**src/sadb_pkg.sv**
```systemverilog
package sadb_pkg;

  // transfer sizes as presented by the masters
  localparam logic [1:0]  SZ_BYTE = 2'h0;
  localparam logic [1:0]  SZ_HALF = 2'h1;
  localparam logic [1:0]  SZ_WORD = 2'h2;

  // window size classes
  localparam logic [1:0]  CLS_WORD = 2'h0;
  localparam logic [1:0]  CLS_HALF = 2'h1;
  localparam logic [1:0]  CLS_ANY  = 2'h2;

  // eight 512 Mbyte regions, picked by the top three address bits
  localparam int          REGION_MSB  = 31;
  localparam int          REGION_LSB  = 29;
  localparam logic [2:0]  REGION_CODE = 3'h0;
  localparam logic [2:0]  REGION_SRAM = 3'h1;
  localparam logic [2:0]  REGION_PERI = 3'h2;
  localparam logic [2:0]  REGION_CORE = 3'h7;

  localparam logic [31:0] ALIAS_LAST  = 32'h0000_ffff;
  localparam logic [31:0] FLASH_BASE  = 32'h0800_0000;
  localparam logic [31:0] FLASH_LAST  = 32'h0800_ffff;
  localparam logic [31:0] SYSMEM_BASE = 32'h1fff_0000;
  localparam logic [31:0] INFO_LAST   = 32'h1fff_0f7f;
  localparam logic [31:0] SRAM_BASE   = 32'h2000_0000;
  localparam logic [31:0] SRAM_LAST   = 32'h2000_1fff;
  localparam logic [31:0] APB_BASE    = 32'h4000_0000;
  localparam logic [31:0] AHB_BASE    = 32'h4002_0000;
  localparam logic [31:0] IOP_LAST    = 32'h5fff_ffff;
  localparam logic [31:0] CORE_BASE   = 32'he000_0000;
  localparam logic [31:0] CORE_LAST   = 32'he00f_ffff;

  // peripheral windows on the AHB side, I/O ports included
  localparam int NUM_AHB_WIN = 8;
  localparam logic [NUM_AHB_WIN-1:0][31:0] AHB_LO = {
    32'h4002_0000, 32'h4002_1000, 32'h4002_1800, 32'h4002_2000,
    32'h4002_3000, 32'h5000_0000, 32'h5000_0400, 32'h5000_1400};
  localparam logic [NUM_AHB_WIN-1:0][31:0] AHB_HI = {
    32'h4002_003c, 32'h4002_1060, 32'h4002_1884, 32'h4002_2120,
    32'h4002_3008, 32'h5000_03ff, 32'h5000_07ff, 32'h5000_17ff};
  localparam logic [NUM_AHB_WIN-1:0][1:0] AHB_CLS = {
    CLS_WORD, CLS_ANY, CLS_ANY, CLS_WORD, CLS_WORD, CLS_ANY, CLS_ANY, CLS_ANY};

  // peripheral windows behind the bridge
  localparam int NUM_APB_WIN = 20;
  localparam logic [NUM_APB_WIN-1:0][31:0] APB_LO = {
    32'h4001_5800, 32'h4001_4800, 32'h4001_4400, 32'h4001_3800, 32'h4001_3000,
    32'h4001_2c00, 32'h4001_2400, 32'h4001_0200, 32'h4001_0000, 32'h4000_7c00,
    32'h4000_7000, 32'h4000_5400, 32'h4000_4400, 32'h4000_3800, 32'h4000_3000,
    32'h4000_2c00, 32'h4000_2800, 32'h4000_2400, 32'h4000_2000, 32'h4000_0400};
  localparam logic [NUM_APB_WIN-1:0][31:0] APB_HI = {
    32'h4001_587f, 32'h4001_484c, 32'h4001_444c, 32'h4001_3818, 32'h4001_300c,
    32'h4001_2c4c, 32'h4001_2708, 32'h4001_021f, 32'h4001_01ff, 32'h4000_7c24,
    32'h4000_7014, 32'h4000_5430, 32'h4000_4418, 32'h4000_380c, 32'h4000_3010,
    32'h4000_2c08, 32'h4000_282c, 32'h4000_241c, 32'h4000_2050, 32'h4000_044c};
  localparam logic [NUM_APB_WIN-1:0][1:0] APB_CLS = {
    CLS_WORD, CLS_WORD, CLS_WORD, CLS_WORD, CLS_WORD,
    CLS_WORD, CLS_WORD, CLS_WORD, CLS_WORD, CLS_WORD,
    CLS_HALF, CLS_WORD, CLS_WORD, CLS_WORD, CLS_WORD,
    CLS_WORD, CLS_HALF, CLS_WORD, CLS_WORD, CLS_WORD};

  // boot latch on the fourth clock after reset release
  localparam int         BOOT_LATCH_CYC = 4;
  localparam logic [2:0] BOOT_CNT_LAST  = 3'(BOOT_LATCH_CYC - 1);

  // remap select encodings
  localparam logic [1:0] REMAP_FLASH  = 2'h0;
  localparam logic [1:0] REMAP_SYSMEM = 2'h1;
  localparam logic [1:0] REMAP_SRAM   = 2'h3;

  typedef enum logic [1:0] {BOOT_FLASH, BOOT_SYSMEM, BOOT_SRAM} sadb_boot_t;
  typedef enum logic [2:0] {TGT_FAULT, TGT_QUIET, TGT_SRAM, TGT_FLASH, TGT_AHBP,
                            TGT_APB} sadb_tgt_t;
  typedef enum logic [2:0] {ST_BOOT, ST_IDLE, ST_MEM, ST_APB_EN, ST_DONE} sadb_state_t;

endpackage

```
**src/sadb_interconnect.sv**
```systemverilog
`timescale 1ns/100ps
module sadb_interconnect (
  input  wire logic        core_clk,
  input  wire logic        rst_n,
  input  wire logic        boot_select_pin,
  input  wire logic        boot_option_bit,
  input  wire logic        remap_wr,
  input  wire logic [1:0]  remap_sel,
  input  wire logic        cpu_req,
  input  wire logic [31:0] cpu_addr,
  input  wire logic        cpu_write,
  input  wire logic [1:0]  cpu_size,
  input  wire logic [31:0] cpu_wdata,
  output logic             cpu_gnt,
  output logic             cpu_done,
  output logic [31:0]      cpu_rdata,
  output logic             cpu_err,
  output logic             cpu_hard_fault,
  input  wire logic        dma_req,
  input  wire logic [31:0] dma_addr,
  input  wire logic        dma_write,
  input  wire logic [1:0]  dma_size,
  input  wire logic [31:0] dma_wdata,
  output logic             dma_gnt,
  output logic             dma_done,
  output logic [31:0]      dma_rdata,
  output logic             dma_err,
  output logic [31:0]      mem_addr,
  output logic             mem_write,
  output logic [3:0]       mem_be,
  output logic [31:0]      mem_wdata,
  output logic             sram_req,
  input  wire logic [31:0] sram_rdata,
  input  wire logic        sram_ack,
  output logic             flash_req,
  input  wire logic [31:0] flash_rdata,
  input  wire logic        flash_ack,
  output logic             ahbp_req,
  input  wire logic [31:0] ahbp_rdata,
  input  wire logic        ahbp_ack,
  input  wire logic        ahbp_err,
  output logic             psel,
  output logic             penable,
  output logic [31:0]      paddr,
  output logic             pwrite,
  output logic [31:0]      pwdata,
  output logic [3:0]       pstrb,
  input  wire logic [31:0] prdata,
  input  wire logic        pready,
  input  wire logic        pslverr,
  output logic             boot_done,
  output sadb_pkg::sadb_boot_t boot_map
);

  typedef struct packed {
    sadb_pkg::sadb_state_t st;
    logic [2:0]            boot_cnt;
    sadb_pkg::sadb_boot_t  alias_sel;
    logic                  owner;
    logic                  last_owner;
    sadb_pkg::sadb_tgt_t   tgt;
    logic [31:0]           addr;
    logic                  write;
    logic [3:0]            be;
    logic [31:0]           wdata;
    logic [31:0]           rdata;
    logic                  err;
    logic                  cpu_done;
    logic                  dma_done;
    logic                  hard_fault;
    logic                  sram_req;
    logic                  flash_req;
    logic                  ahbp_req;
    logic                  psel;
    logic                  penable;
  } sadb_regs_t;

  localparam logic OWNER_CPU = 1'b0;
  localparam logic OWNER_DMA = 1'b1;

  sadb_regs_t regs_r;
  sadb_regs_t regs_nxt;

  // request selected for decode this cycle
  logic                 pick_valid;
  logic                 pick_owner;
  logic [31:0]          req_addr;
  logic                 req_write;
  logic [1:0]           req_size;
  logic [31:0]          req_wdata;

  // decode results
  logic [31:0]          phys;
  logic [3:0]           req_be;
  logic                 aligned;
  sadb_pkg::sadb_tgt_t  req_tgt;
  logic                 ahb_hit;
  logic                 ahb_size_ok;
  logic                 apb_hit;
  logic                 apb_size_ok;

  // slave answer for the transfer in flight
  logic                 slv_ack;
  logic [31:0]          slv_rdata;
  logic                 slv_err;

  // processor first after reset, since last_owner resets to dma
  always_comb begin
    pick_valid = cpu_req || dma_req;
    if (cpu_req && dma_req) begin
      pick_owner = (regs_r.last_owner == OWNER_CPU) ? OWNER_DMA : OWNER_CPU;
    end else begin
      pick_owner = cpu_req ? OWNER_CPU : OWNER_DMA;
    end
    req_addr  = (pick_owner == OWNER_CPU) ? cpu_addr  : dma_addr;
    req_write = (pick_owner == OWNER_CPU) ? cpu_write : dma_write;
    req_size  = (pick_owner == OWNER_CPU) ? cpu_size  : dma_size;
    req_wdata = (pick_owner == OWNER_CPU) ? cpu_wdata : dma_wdata;
  end

  always_comb begin
    req_be  = 4'h0;
    aligned = 1'b0;
    case (req_size)
      sadb_pkg::SZ_BYTE: begin
        req_be  = 4'(4'h1 << req_addr[1:0]);
        aligned = 1'b1;
      end
      sadb_pkg::SZ_HALF: begin
        req_be  = req_addr[1] ? 4'hc : 4'h3;
        aligned = ~req_addr[0];
      end
      sadb_pkg::SZ_WORD: begin
        req_be  = 4'hf;
        aligned = (req_addr[1:0] == 2'h0);
      end
      default: begin
        req_be  = 4'h0;
        aligned = 1'b0;
      end
    endcase
  end

  // alias window folds onto the native base of the boot memory
  always_comb begin
    phys = req_addr;
    if ((req_addr[sadb_pkg::REGION_MSB:sadb_pkg::REGION_LSB] == sadb_pkg::REGION_CODE)
        && (req_addr <= sadb_pkg::ALIAS_LAST)) begin
      case (regs_r.alias_sel)
        sadb_pkg::BOOT_FLASH:  phys = sadb_pkg::FLASH_BASE  | req_addr;
        sadb_pkg::BOOT_SYSMEM: phys = sadb_pkg::SYSMEM_BASE | req_addr;
        sadb_pkg::BOOT_SRAM:   phys = sadb_pkg::SRAM_BASE   | req_addr;
        default:               phys = sadb_pkg::FLASH_BASE  | req_addr;
      endcase
    end
  end

  // flash controller window sits in the ahb table
  sadb_win_match #(
    .NUM     (sadb_pkg::NUM_AHB_WIN)
  ) u_ahb_win (
    .addr    (phys),
    .size    (req_size),
    .win_lo  (sadb_pkg::AHB_LO),
    .win_hi  (sadb_pkg::AHB_HI),
    .win_cls (sadb_pkg::AHB_CLS),
    .hit     (ahb_hit),
    .size_ok (ahb_size_ok)
  );

  sadb_win_match #(
    .NUM     (sadb_pkg::NUM_APB_WIN)
  ) u_apb_win (
    .addr    (phys),
    .size    (req_size),
    .win_lo  (sadb_pkg::APB_LO),
    .win_hi  (sadb_pkg::APB_HI),
    .win_cls (sadb_pkg::APB_CLS),
    .hit     (apb_hit),
    .size_ok (apb_size_ok)
  );

  // region split on top three bits
  always_comb begin
    req_tgt = sadb_pkg::TGT_FAULT;
    case (phys[sadb_pkg::REGION_MSB:sadb_pkg::REGION_LSB])
      sadb_pkg::REGION_CODE: begin
        if ((phys >= sadb_pkg::FLASH_BASE) && (phys <= sadb_pkg::FLASH_LAST)) begin
          req_tgt = sadb_pkg::TGT_FLASH;
        // boot loader, id, option and factory areas
        end else if ((phys >= sadb_pkg::SYSMEM_BASE) && (phys <= sadb_pkg::INFO_LAST)) begin
          req_tgt = sadb_pkg::TGT_FLASH;
        end
      end
      sadb_pkg::REGION_SRAM: begin
        // past the implemented sram is a fault
        if (phys <= sadb_pkg::SRAM_LAST) begin
          req_tgt = sadb_pkg::TGT_SRAM;
        end
      end
      sadb_pkg::REGION_PERI, 3'h3: begin
        // apb below the ahb base, ahb and i/o ports above
        if ((phys >= sadb_pkg::APB_BASE) && (phys < sadb_pkg::AHB_BASE)) begin
          if (!apb_hit) begin
            req_tgt = sadb_pkg::TGT_QUIET;
          end else if (apb_size_ok) begin
            req_tgt = sadb_pkg::TGT_APB;
          end
        end else if ((phys >= sadb_pkg::AHB_BASE) && (phys <= sadb_pkg::IOP_LAST)) begin
          if (ahb_hit && ahb_size_ok) begin
            req_tgt = sadb_pkg::TGT_AHBP;
          end
        end
      end
      sadb_pkg::REGION_CORE: begin
        if (phys <= sadb_pkg::CORE_LAST) begin
          req_tgt = sadb_pkg::TGT_AHBP;
        end
      end
      default: req_tgt = sadb_pkg::TGT_FAULT;
    endcase
    // misaligned or illegal width never reaches a slave
    if (!aligned) begin
      req_tgt = sadb_pkg::TGT_FAULT;
    end
  end

  always_comb begin
    slv_ack   = 1'b0;
    slv_rdata = 32'h0000_0000;
    slv_err   = 1'b0;
    case (regs_r.tgt)
      sadb_pkg::TGT_SRAM: begin
        slv_ack   = sram_ack;
        slv_rdata = sram_rdata;
      end
      sadb_pkg::TGT_FLASH: begin
        slv_ack   = flash_ack;
        slv_rdata = flash_rdata;
      end
      sadb_pkg::TGT_AHBP: begin
        slv_ack   = ahbp_ack;
        slv_rdata = ahbp_rdata;
        slv_err   = ahbp_err;
      end
      default: begin
        slv_ack   = 1'b0;
        slv_rdata = 32'h0000_0000;
        slv_err   = 1'b0;
      end
    endcase
  end

  always_comb begin
    regs_nxt            = regs_r;
    regs_nxt.cpu_done   = 1'b0;
    regs_nxt.dma_done   = 1'b0;
    regs_nxt.hard_fault = 1'b0;
    // remap select overrides the alias once boot is latched
    if (remap_wr && (regs_r.st != sadb_pkg::ST_BOOT)) begin
      case (remap_sel)
        sadb_pkg::REMAP_SYSMEM: regs_nxt.alias_sel = sadb_pkg::BOOT_SYSMEM;
        sadb_pkg::REMAP_SRAM:   regs_nxt.alias_sel = sadb_pkg::BOOT_SRAM;
        default:                regs_nxt.alias_sel = sadb_pkg::BOOT_FLASH;
      endcase
    end
    case (regs_r.st)
      sadb_pkg::ST_BOOT: begin
        // sample on the fourth edge after release
        if (regs_r.boot_cnt == sadb_pkg::BOOT_CNT_LAST) begin
          // boot pin and option bit pick the boot memory
          if (!boot_select_pin) begin
            regs_nxt.alias_sel = sadb_pkg::BOOT_FLASH;
          end else if (boot_option_bit) begin
            regs_nxt.alias_sel = sadb_pkg::BOOT_SYSMEM;
          end else begin
            regs_nxt.alias_sel = sadb_pkg::BOOT_SRAM;
          end
          regs_nxt.st = sadb_pkg::ST_IDLE;
        end else begin
          regs_nxt.boot_cnt = 3'(regs_r.boot_cnt + 3'h1);
        end
      end
      sadb_pkg::ST_IDLE: begin
        if (pick_valid) begin
          regs_nxt.owner = pick_owner;
          regs_nxt.tgt   = req_tgt;
          regs_nxt.addr  = phys;
          regs_nxt.write = req_write;
          regs_nxt.be    = req_be;
          regs_nxt.wdata = req_wdata;
          regs_nxt.rdata = 32'h0000_0000;
          case (req_tgt)
            sadb_pkg::TGT_SRAM: begin
              regs_nxt.sram_req = 1'b1;
              regs_nxt.st       = sadb_pkg::ST_MEM;
            end
            sadb_pkg::TGT_FLASH: begin
              regs_nxt.flash_req = 1'b1;
              regs_nxt.st        = sadb_pkg::ST_MEM;
            end
            sadb_pkg::TGT_AHBP: begin
              regs_nxt.ahbp_req = 1'b1;
              regs_nxt.st       = sadb_pkg::ST_MEM;
            end
            sadb_pkg::TGT_APB: begin
              regs_nxt.psel = 1'b1;
              regs_nxt.st   = sadb_pkg::ST_APB_EN;
            end
            sadb_pkg::TGT_QUIET: begin
              regs_nxt.err = 1'b0;
              regs_nxt.st  = sadb_pkg::ST_DONE;
            end
            default: begin
              regs_nxt.err = 1'b1;
              regs_nxt.st  = sadb_pkg::ST_DONE;
            end
          endcase
        end
      end
      sadb_pkg::ST_MEM: begin
        if (slv_ack) begin
          regs_nxt.rdata     = regs_r.write ? 32'h0000_0000 : slv_rdata;
          regs_nxt.err       = slv_err;
          regs_nxt.sram_req  = 1'b0;
          regs_nxt.flash_req = 1'b0;
          regs_nxt.ahbp_req  = 1'b0;
          regs_nxt.st        = sadb_pkg::ST_DONE;
        end
      end
      sadb_pkg::ST_APB_EN: begin
        // access phase held until the peripheral is ready
        regs_nxt.penable = 1'b1;
        if (regs_r.penable && pready) begin
          regs_nxt.rdata   = regs_r.write ? 32'h0000_0000 : prdata;
          regs_nxt.err     = pslverr;
          regs_nxt.psel    = 1'b0;
          regs_nxt.penable = 1'b0;
          regs_nxt.st      = sadb_pkg::ST_DONE;
        end
      end
      sadb_pkg::ST_DONE: begin
        regs_nxt.st = sadb_pkg::ST_IDLE;
      end
      default: regs_nxt.st = sadb_pkg::ST_IDLE;
    endcase
    // ownership changes only once the transfer is answered
    if ((regs_nxt.st == sadb_pkg::ST_DONE) && (regs_r.st != sadb_pkg::ST_DONE)) begin
      regs_nxt.last_owner = regs_nxt.owner;
      regs_nxt.cpu_done   = (regs_nxt.owner == OWNER_CPU);
      regs_nxt.dma_done   = (regs_nxt.owner == OWNER_DMA);
      // error seen by the processor becomes a hard fault
      regs_nxt.hard_fault = (regs_nxt.owner == OWNER_CPU) && regs_nxt.err;
    end
  end

  always_ff @(posedge core_clk or negedge rst_n) begin
    if (!rst_n) begin
      regs_r            <= '0;
      regs_r.st         <= sadb_pkg::ST_BOOT;
      regs_r.alias_sel  <= sadb_pkg::BOOT_FLASH;
      regs_r.tgt        <= sadb_pkg::TGT_FAULT;
      regs_r.last_owner <= OWNER_DMA;
    end else begin
      regs_r <= regs_nxt;
    end
  end

  // grants held off until the boot latch is taken
  assign cpu_gnt        = (regs_r.st == sadb_pkg::ST_IDLE) && pick_valid &&
                          (pick_owner == OWNER_CPU);
  assign dma_gnt        = (regs_r.st == sadb_pkg::ST_IDLE) && pick_valid &&
                          (pick_owner == OWNER_DMA);
  assign cpu_done       = regs_r.cpu_done;
  assign cpu_rdata      = regs_r.rdata;
  assign cpu_err        = regs_r.err;
  assign cpu_hard_fault = regs_r.hard_fault;
  assign dma_done       = regs_r.dma_done;
  assign dma_rdata      = regs_r.rdata;
  assign dma_err        = regs_r.err;
  assign mem_addr       = regs_r.addr;
  assign mem_write      = regs_r.write;
  assign mem_be         = regs_r.be;
  assign mem_wdata      = regs_r.wdata;
  assign sram_req       = regs_r.sram_req;
  assign flash_req      = regs_r.flash_req;
  assign ahbp_req       = regs_r.ahbp_req;
  assign psel           = regs_r.psel;
  assign penable        = regs_r.penable;
  assign paddr          = regs_r.addr;
  assign pwrite         = regs_r.write;
  assign pwdata         = regs_r.wdata;
  // reads carry no strobes on apb
  assign pstrb          = regs_r.write ? regs_r.be : 4'h0;
  assign boot_done      = (regs_r.st != sadb_pkg::ST_BOOT);
  assign boot_map       = regs_r.alias_sel;

endmodule

```
**src/sadb_win_match.sv**
```systemverilog
`timescale 1ns/100ps
module sadb_win_match #(
  parameter int NUM = 8
) (
  input  wire logic [31:0]           addr,
  input  wire logic [1:0]            size,
  input  wire logic [NUM-1:0][31:0]  win_lo,
  input  wire logic [NUM-1:0][31:0]  win_hi,
  input  wire logic [NUM-1:0][1:0]   win_cls,
  output logic                       hit,
  output logic                       size_ok
);

  logic [NUM-1:0] hit_v;
  logic [NUM-1:0] ok_v;

  genvar i;
  generate
    for (i = 0; i < NUM; i++) begin : g_win
      assign hit_v[i] = (addr >= win_lo[i]) && (addr <= win_hi[i]);
      // a window only takes the access widths it was built for
      assign ok_v[i]  = (size == sadb_pkg::SZ_WORD) ||
                        ((size == sadb_pkg::SZ_HALF) && (win_cls[i] != sadb_pkg::CLS_WORD)) ||
                        ((size == sadb_pkg::SZ_BYTE) && (win_cls[i] == sadb_pkg::CLS_ANY));
    end
  endgenerate

  assign hit     = |hit_v;
  assign size_ok = |(hit_v & ok_v);

endmodule
```
**config.mk**
```make
export PLATFORM = sky130hd
export DESIGN_NAME = sadb_interconnect
export DESIGN_NICKNAME = d
export VERILOG_FILES = /design/src/sadb_pkg.sv /design/src/sadb_interconnect.sv /design/src/sadb_win_match.sv
export SDC_FILE = /design/constraint.sdc
export NUM_CORES = 1
export LEC_CHECK = 0
export BUFFER_PORTS_ARGS = -buffer_cell sky130_fd_sc_hd__clkbuf_2
export CORE_AREA = 2 2 194 196
export DETAILED_ROUTE_END_ITERATION = 8
export DIE_AREA = 0 0 196 198
export PLACE_DENSITY = 0.68
export SLEW_MARGIN = 10
export SYNTH_ARGS = -nofsm -noshare
export SYNTH_HDL_FRONTEND = slang
export SYNTH_SLANG_ARGS = --single-unit
```
**constraint.sdc**
```tcl
create_clock -name core_clk -period 4.2 [get_ports core_clk]
set_input_delay 0.21 -clock core_clk [delete_from_list [all_inputs] [get_ports core_clk]]
set_output_delay 0.21 -clock core_clk [all_outputs]
set_load 0.02 [all_outputs]
```
==> reports/results.tsv <==
stage	metric	value	unit
synth	Post-Synth Simple-Gate Area	0.232	
global_route	total track usage	0.285	
synth	post-synthesis net count	1759	
synth	Async S/R FF share, synth	1.00	
final_layout	finished layout cell area	13800	sq um
sta	fmax	249	MHz
power	maximum ir drop on the vdd rail	0.290	mV
synth	mean post-synth cell area	7.63	sq um
critical_path	critical path startpoint category	register	
synth	main combinational cell family by area after synthesis	compound AO/OA/AOI/OAI gates	
sta	final period utilization	0.955	
drt	drt pass-1 iters	6	
synth	Warnings, synthesis	0	
sta	endpoints failing setup	0	
synth	Netlist cell types	90	
power	Pleak	6.32	nW
drt	routed len/inst	25.4	um
worst_hold_path	min-delay worst type	in2reg	
cts	root buffer cell	clkbuf_16	
sta	Slew Limit Fails	0	
synth	Mapped Cells	1474	
global_route	pin count of the biggest net entering global routing	78	
critical_path	Critical Path End Type	register	
cts	Worst-Skew Late Latency	0.44	ns
drt	final WL	57600	um
synth	Compound-Gate Fraction of Synth Area	0.275	
synth	Post-Syn Area	11200	sq um
final_layout	fin nets	2060	
synth	adder-cell share of the synthesized area	0.00890	
critical_path	crit-path cells	nand2b_1, buf_12, a2111oi_2, and3_2, o21ai_1, nand2_1, and4_1, a211oi_1, o2111ai_1, buf_4, a2111oi_4, o311a_2, nor4b_4	
floorplan	Core ar.	37000	sq um
sta	Final TNS setup	0	ns
synth	main flop type after synthesis	dfrtp_1	
drt	Initial DRC Count	1365	
place	placed inst area	13200	sq um
final_layout	Finished Layout Cells	2263	
cts	Clock Tree Buf Depth	2	
run	Max Cap Viol	0	
final_layout	share of layout cells above drive strength 1	0.377	
sta	relative slew slack	0.470	
cts	CTS sink cnt	123	
floorplan	Rows	71	
synth	sequential area share after synthesis	0.274	
power	PwrDens	549	nW/um^2
sta	final worst slack	0.190	ns
sta	endpoints failing hold	0	
cts	Worst-path clk slew	0.06	ns
sta	RSZ-0062 raised after global routing	no	
place	PortBufs	493	
sta	Hold WS	0.0630	ns
critical_path	CP max-delay cell	dfstp_2	
place	hpwl dp	47000	um
drt	DR vias	13100	
global_route	first-pass GRT wire length	82200	um
drt	post-DR vias/cell	5.80	
cts	H-Tree Depth	4	
critical_path	CP required	4.53	ns
synth	post-synthesis mux area share	0.0314	
sta	Final Critical Period	4.01	ns
synth	flops & latches, synth	123	
critical_path	crit path DAT	4.34	ns
floorplan	chip height	198	um
global_route	vias in the first global route	12000	
drt	# DRC	0	
sta	Clock Skews	0.0153	ns
critical_path	CP Class	reg2reg	
synth	Synth Area in XOR/XNOR	0.000779	
synth	Post-synth EDFFs	0	
place	GPL Wtd Cong	0.989	
critical_path	worst-path fanout max	38	
floorplan	Initial Util	0.304	
drt	ANT nets after route	0	
critical_path	critical path's largest stage delay	0.55	ns
final_layout	synthesis-to-finish area growth	22.7	%
outcome	outcome	complete, no violations	
cts	Num CTS Buffers	17	
sta	Slew @ Worst Pin	0.794	ns
global_route	initial antenna violation count	1	
place	Inst Count DP	2228	
global_route	total gr overflow	0	
place	Place WS	0.229	ns
floorplan	I/O pin cnt	494	
cts	CTS tree	done	
floorplan	Die ar.	38800	sq um
floorplan	Chip Width	196	um
critical path: cells and delay by family, from the launching register on:
family / cells / cell delay (ns)
compound gates: 6 / 1.64
buf+inv: 2 / 0.44
flops: 1 / 0.55
simple gates: 5 / 1.25
routing by layer:
metal / GRT usage / routed length, um / up-vias
met5: 0 / 0 / -
met4: 0.0909 / 1850 / 0
met3: 0.0422 / 4030 / 92
met2: 0.463 / 27100 / 748
met1: 0.388 / 24600 / 6429
li1: - / - / 5849
cell usage after synthesis (4+ instances only):
cell	instances	area (sq um)
nand3b_1	4	30.0
and3_1	12	75.1
and4_1	5	43.8
nand4_1	30	188
nor4b_1	7	61.3
ha_1	8	100
a21oi_1	43	215
buf_4	200	1500
o2111ai_1	4	35.0
a32oi_1	10	87.6
clkbuf_1	80	300
a211oi_1	11	82.6
nor3_1	37	185
o221ai_1	4	35.0
o21a_1	5	37.5
nand2b_1	9	56.3
nor3b_1	9	67.6
nand2_1	198	743
nand4b_1	5	43.8
dfrtp_1	122	3050
nor2_1	87	327
or4_1	7	52.6
or2_2	7	43.8
o32ai_1	7	61.3
a21boi_0	4	30.0
and2_1	17	106
a31oi_1	33	206
o21ai_0	154	771
o21ai_1	6	30.0
o211ai_1	7	52.6
inv_1	19	71.3
o31ai_1	5	37.5
mux2_2	10	113
a221oi_1	5	43.8
buf_2	17	85.1
a22o_1	5	43.8
a22oi_1	103	773
mux2i_1	24	240
nor4_1	13	81.3
nand3_1	38	190
a2111oi_0	5	43.8
buf_1	6	22.5
nor2b_1	13	81.3
or3_1	6	37.5
o22ai_1	7	43.8
cells in the final DEF, fill, tap and decap left out, drive strengths merged, types with 14 or more instances in the layout:
master and instances:
inv 24, nor2 87, nand4 31, nand2 200
a31oi 33, o21ai 160, nor4 14, nor3 39
clkbuf 509, dfrtp 122, and2 18, buf 93
nand3 38, a21oi 44, a22oi 103, mux2i 24
worst paths after layout:
kind / cells past startpoint / slack [ns] / startpoint / to
setup / recovery: 13 / 0.19 / regs_r[113] / cpu_hard_fault
hold / removal: 3 / 0.06 / boot_option_bit / boot_map[0]
setup reg to reg: 13 / 0.19 / regs_r[113] / cpu_hard_fault
hold reg to reg: 1 / 0.50 / regs_r[117] / regs_r[117]
max in group asynchronous: 3 / 2.68 / rst_n / mem_wdata[23]
min in group asynchronous: 2 / 0.37 / rst_n / cpu_rdata[20]
cells by family (layout without fill, tap and decap cells):
kind of cell,Yosys count,in the layout
AO/OA/AOI/OAI,460,460
XOR/XNOR,1,1
adder cells (fa/ha/maj),8,8
buffers and inverters,324,638
flip-flops,123,123
multiplexers,34,34
other,0,1
AND/OR/NAND/NOR,524,524
through the flow:
step / utilization / total power, mW
2_1_floorplan: - / 5.18
3_3_place_gp: 0.356 / 6.04
3_5_place_dp: 0.356 / 6.08
4_1_cts: 0.372 / 7.60
5_1_grt: 0.373 / 8.00
6_report: 0.373 / 7.58
sequential cells by signal, summed over array words and instances, names as in the netlist:
name and flops:
penable 1, mem_be 4, mem_addr 32, regs_r 11
psel 1, mem_write 1, sram_req 1, mem_wdata 32
cpu_rdata 32, cpu_done 1, dma_done 1, flash_req 1
cpu_hard_fault 1, cpu_err 1, boot_map 2, ahbp_req 1
where the power goes:
part,internal (mW),switching [mW]
clock network,0.883,0.616
registers,1.62,0.469
logic,1.25,2.74
timing repair:
item	4_1_cts	5_1_grt
hold endpoints to repair	75	0
endpoints found under the setup margin	0	4
setup buffers	0	1
gates resized for setup	0	7
hold buffers	1	0
area by class of cell:
cell class	instances	area, sq um
Antenna cell	1	2.50
Clock buffer	17	425
Clock inverter	15	165
Fill cell	3852	23200
Inverter	20	75.1
Multi-Input combinational cell	1027	6240
Sequential cell	123	3080
Tap cell	474	593
Timing Repair Buffer	586	3210
Note: power is estimated with default switching activity, not from simulation.
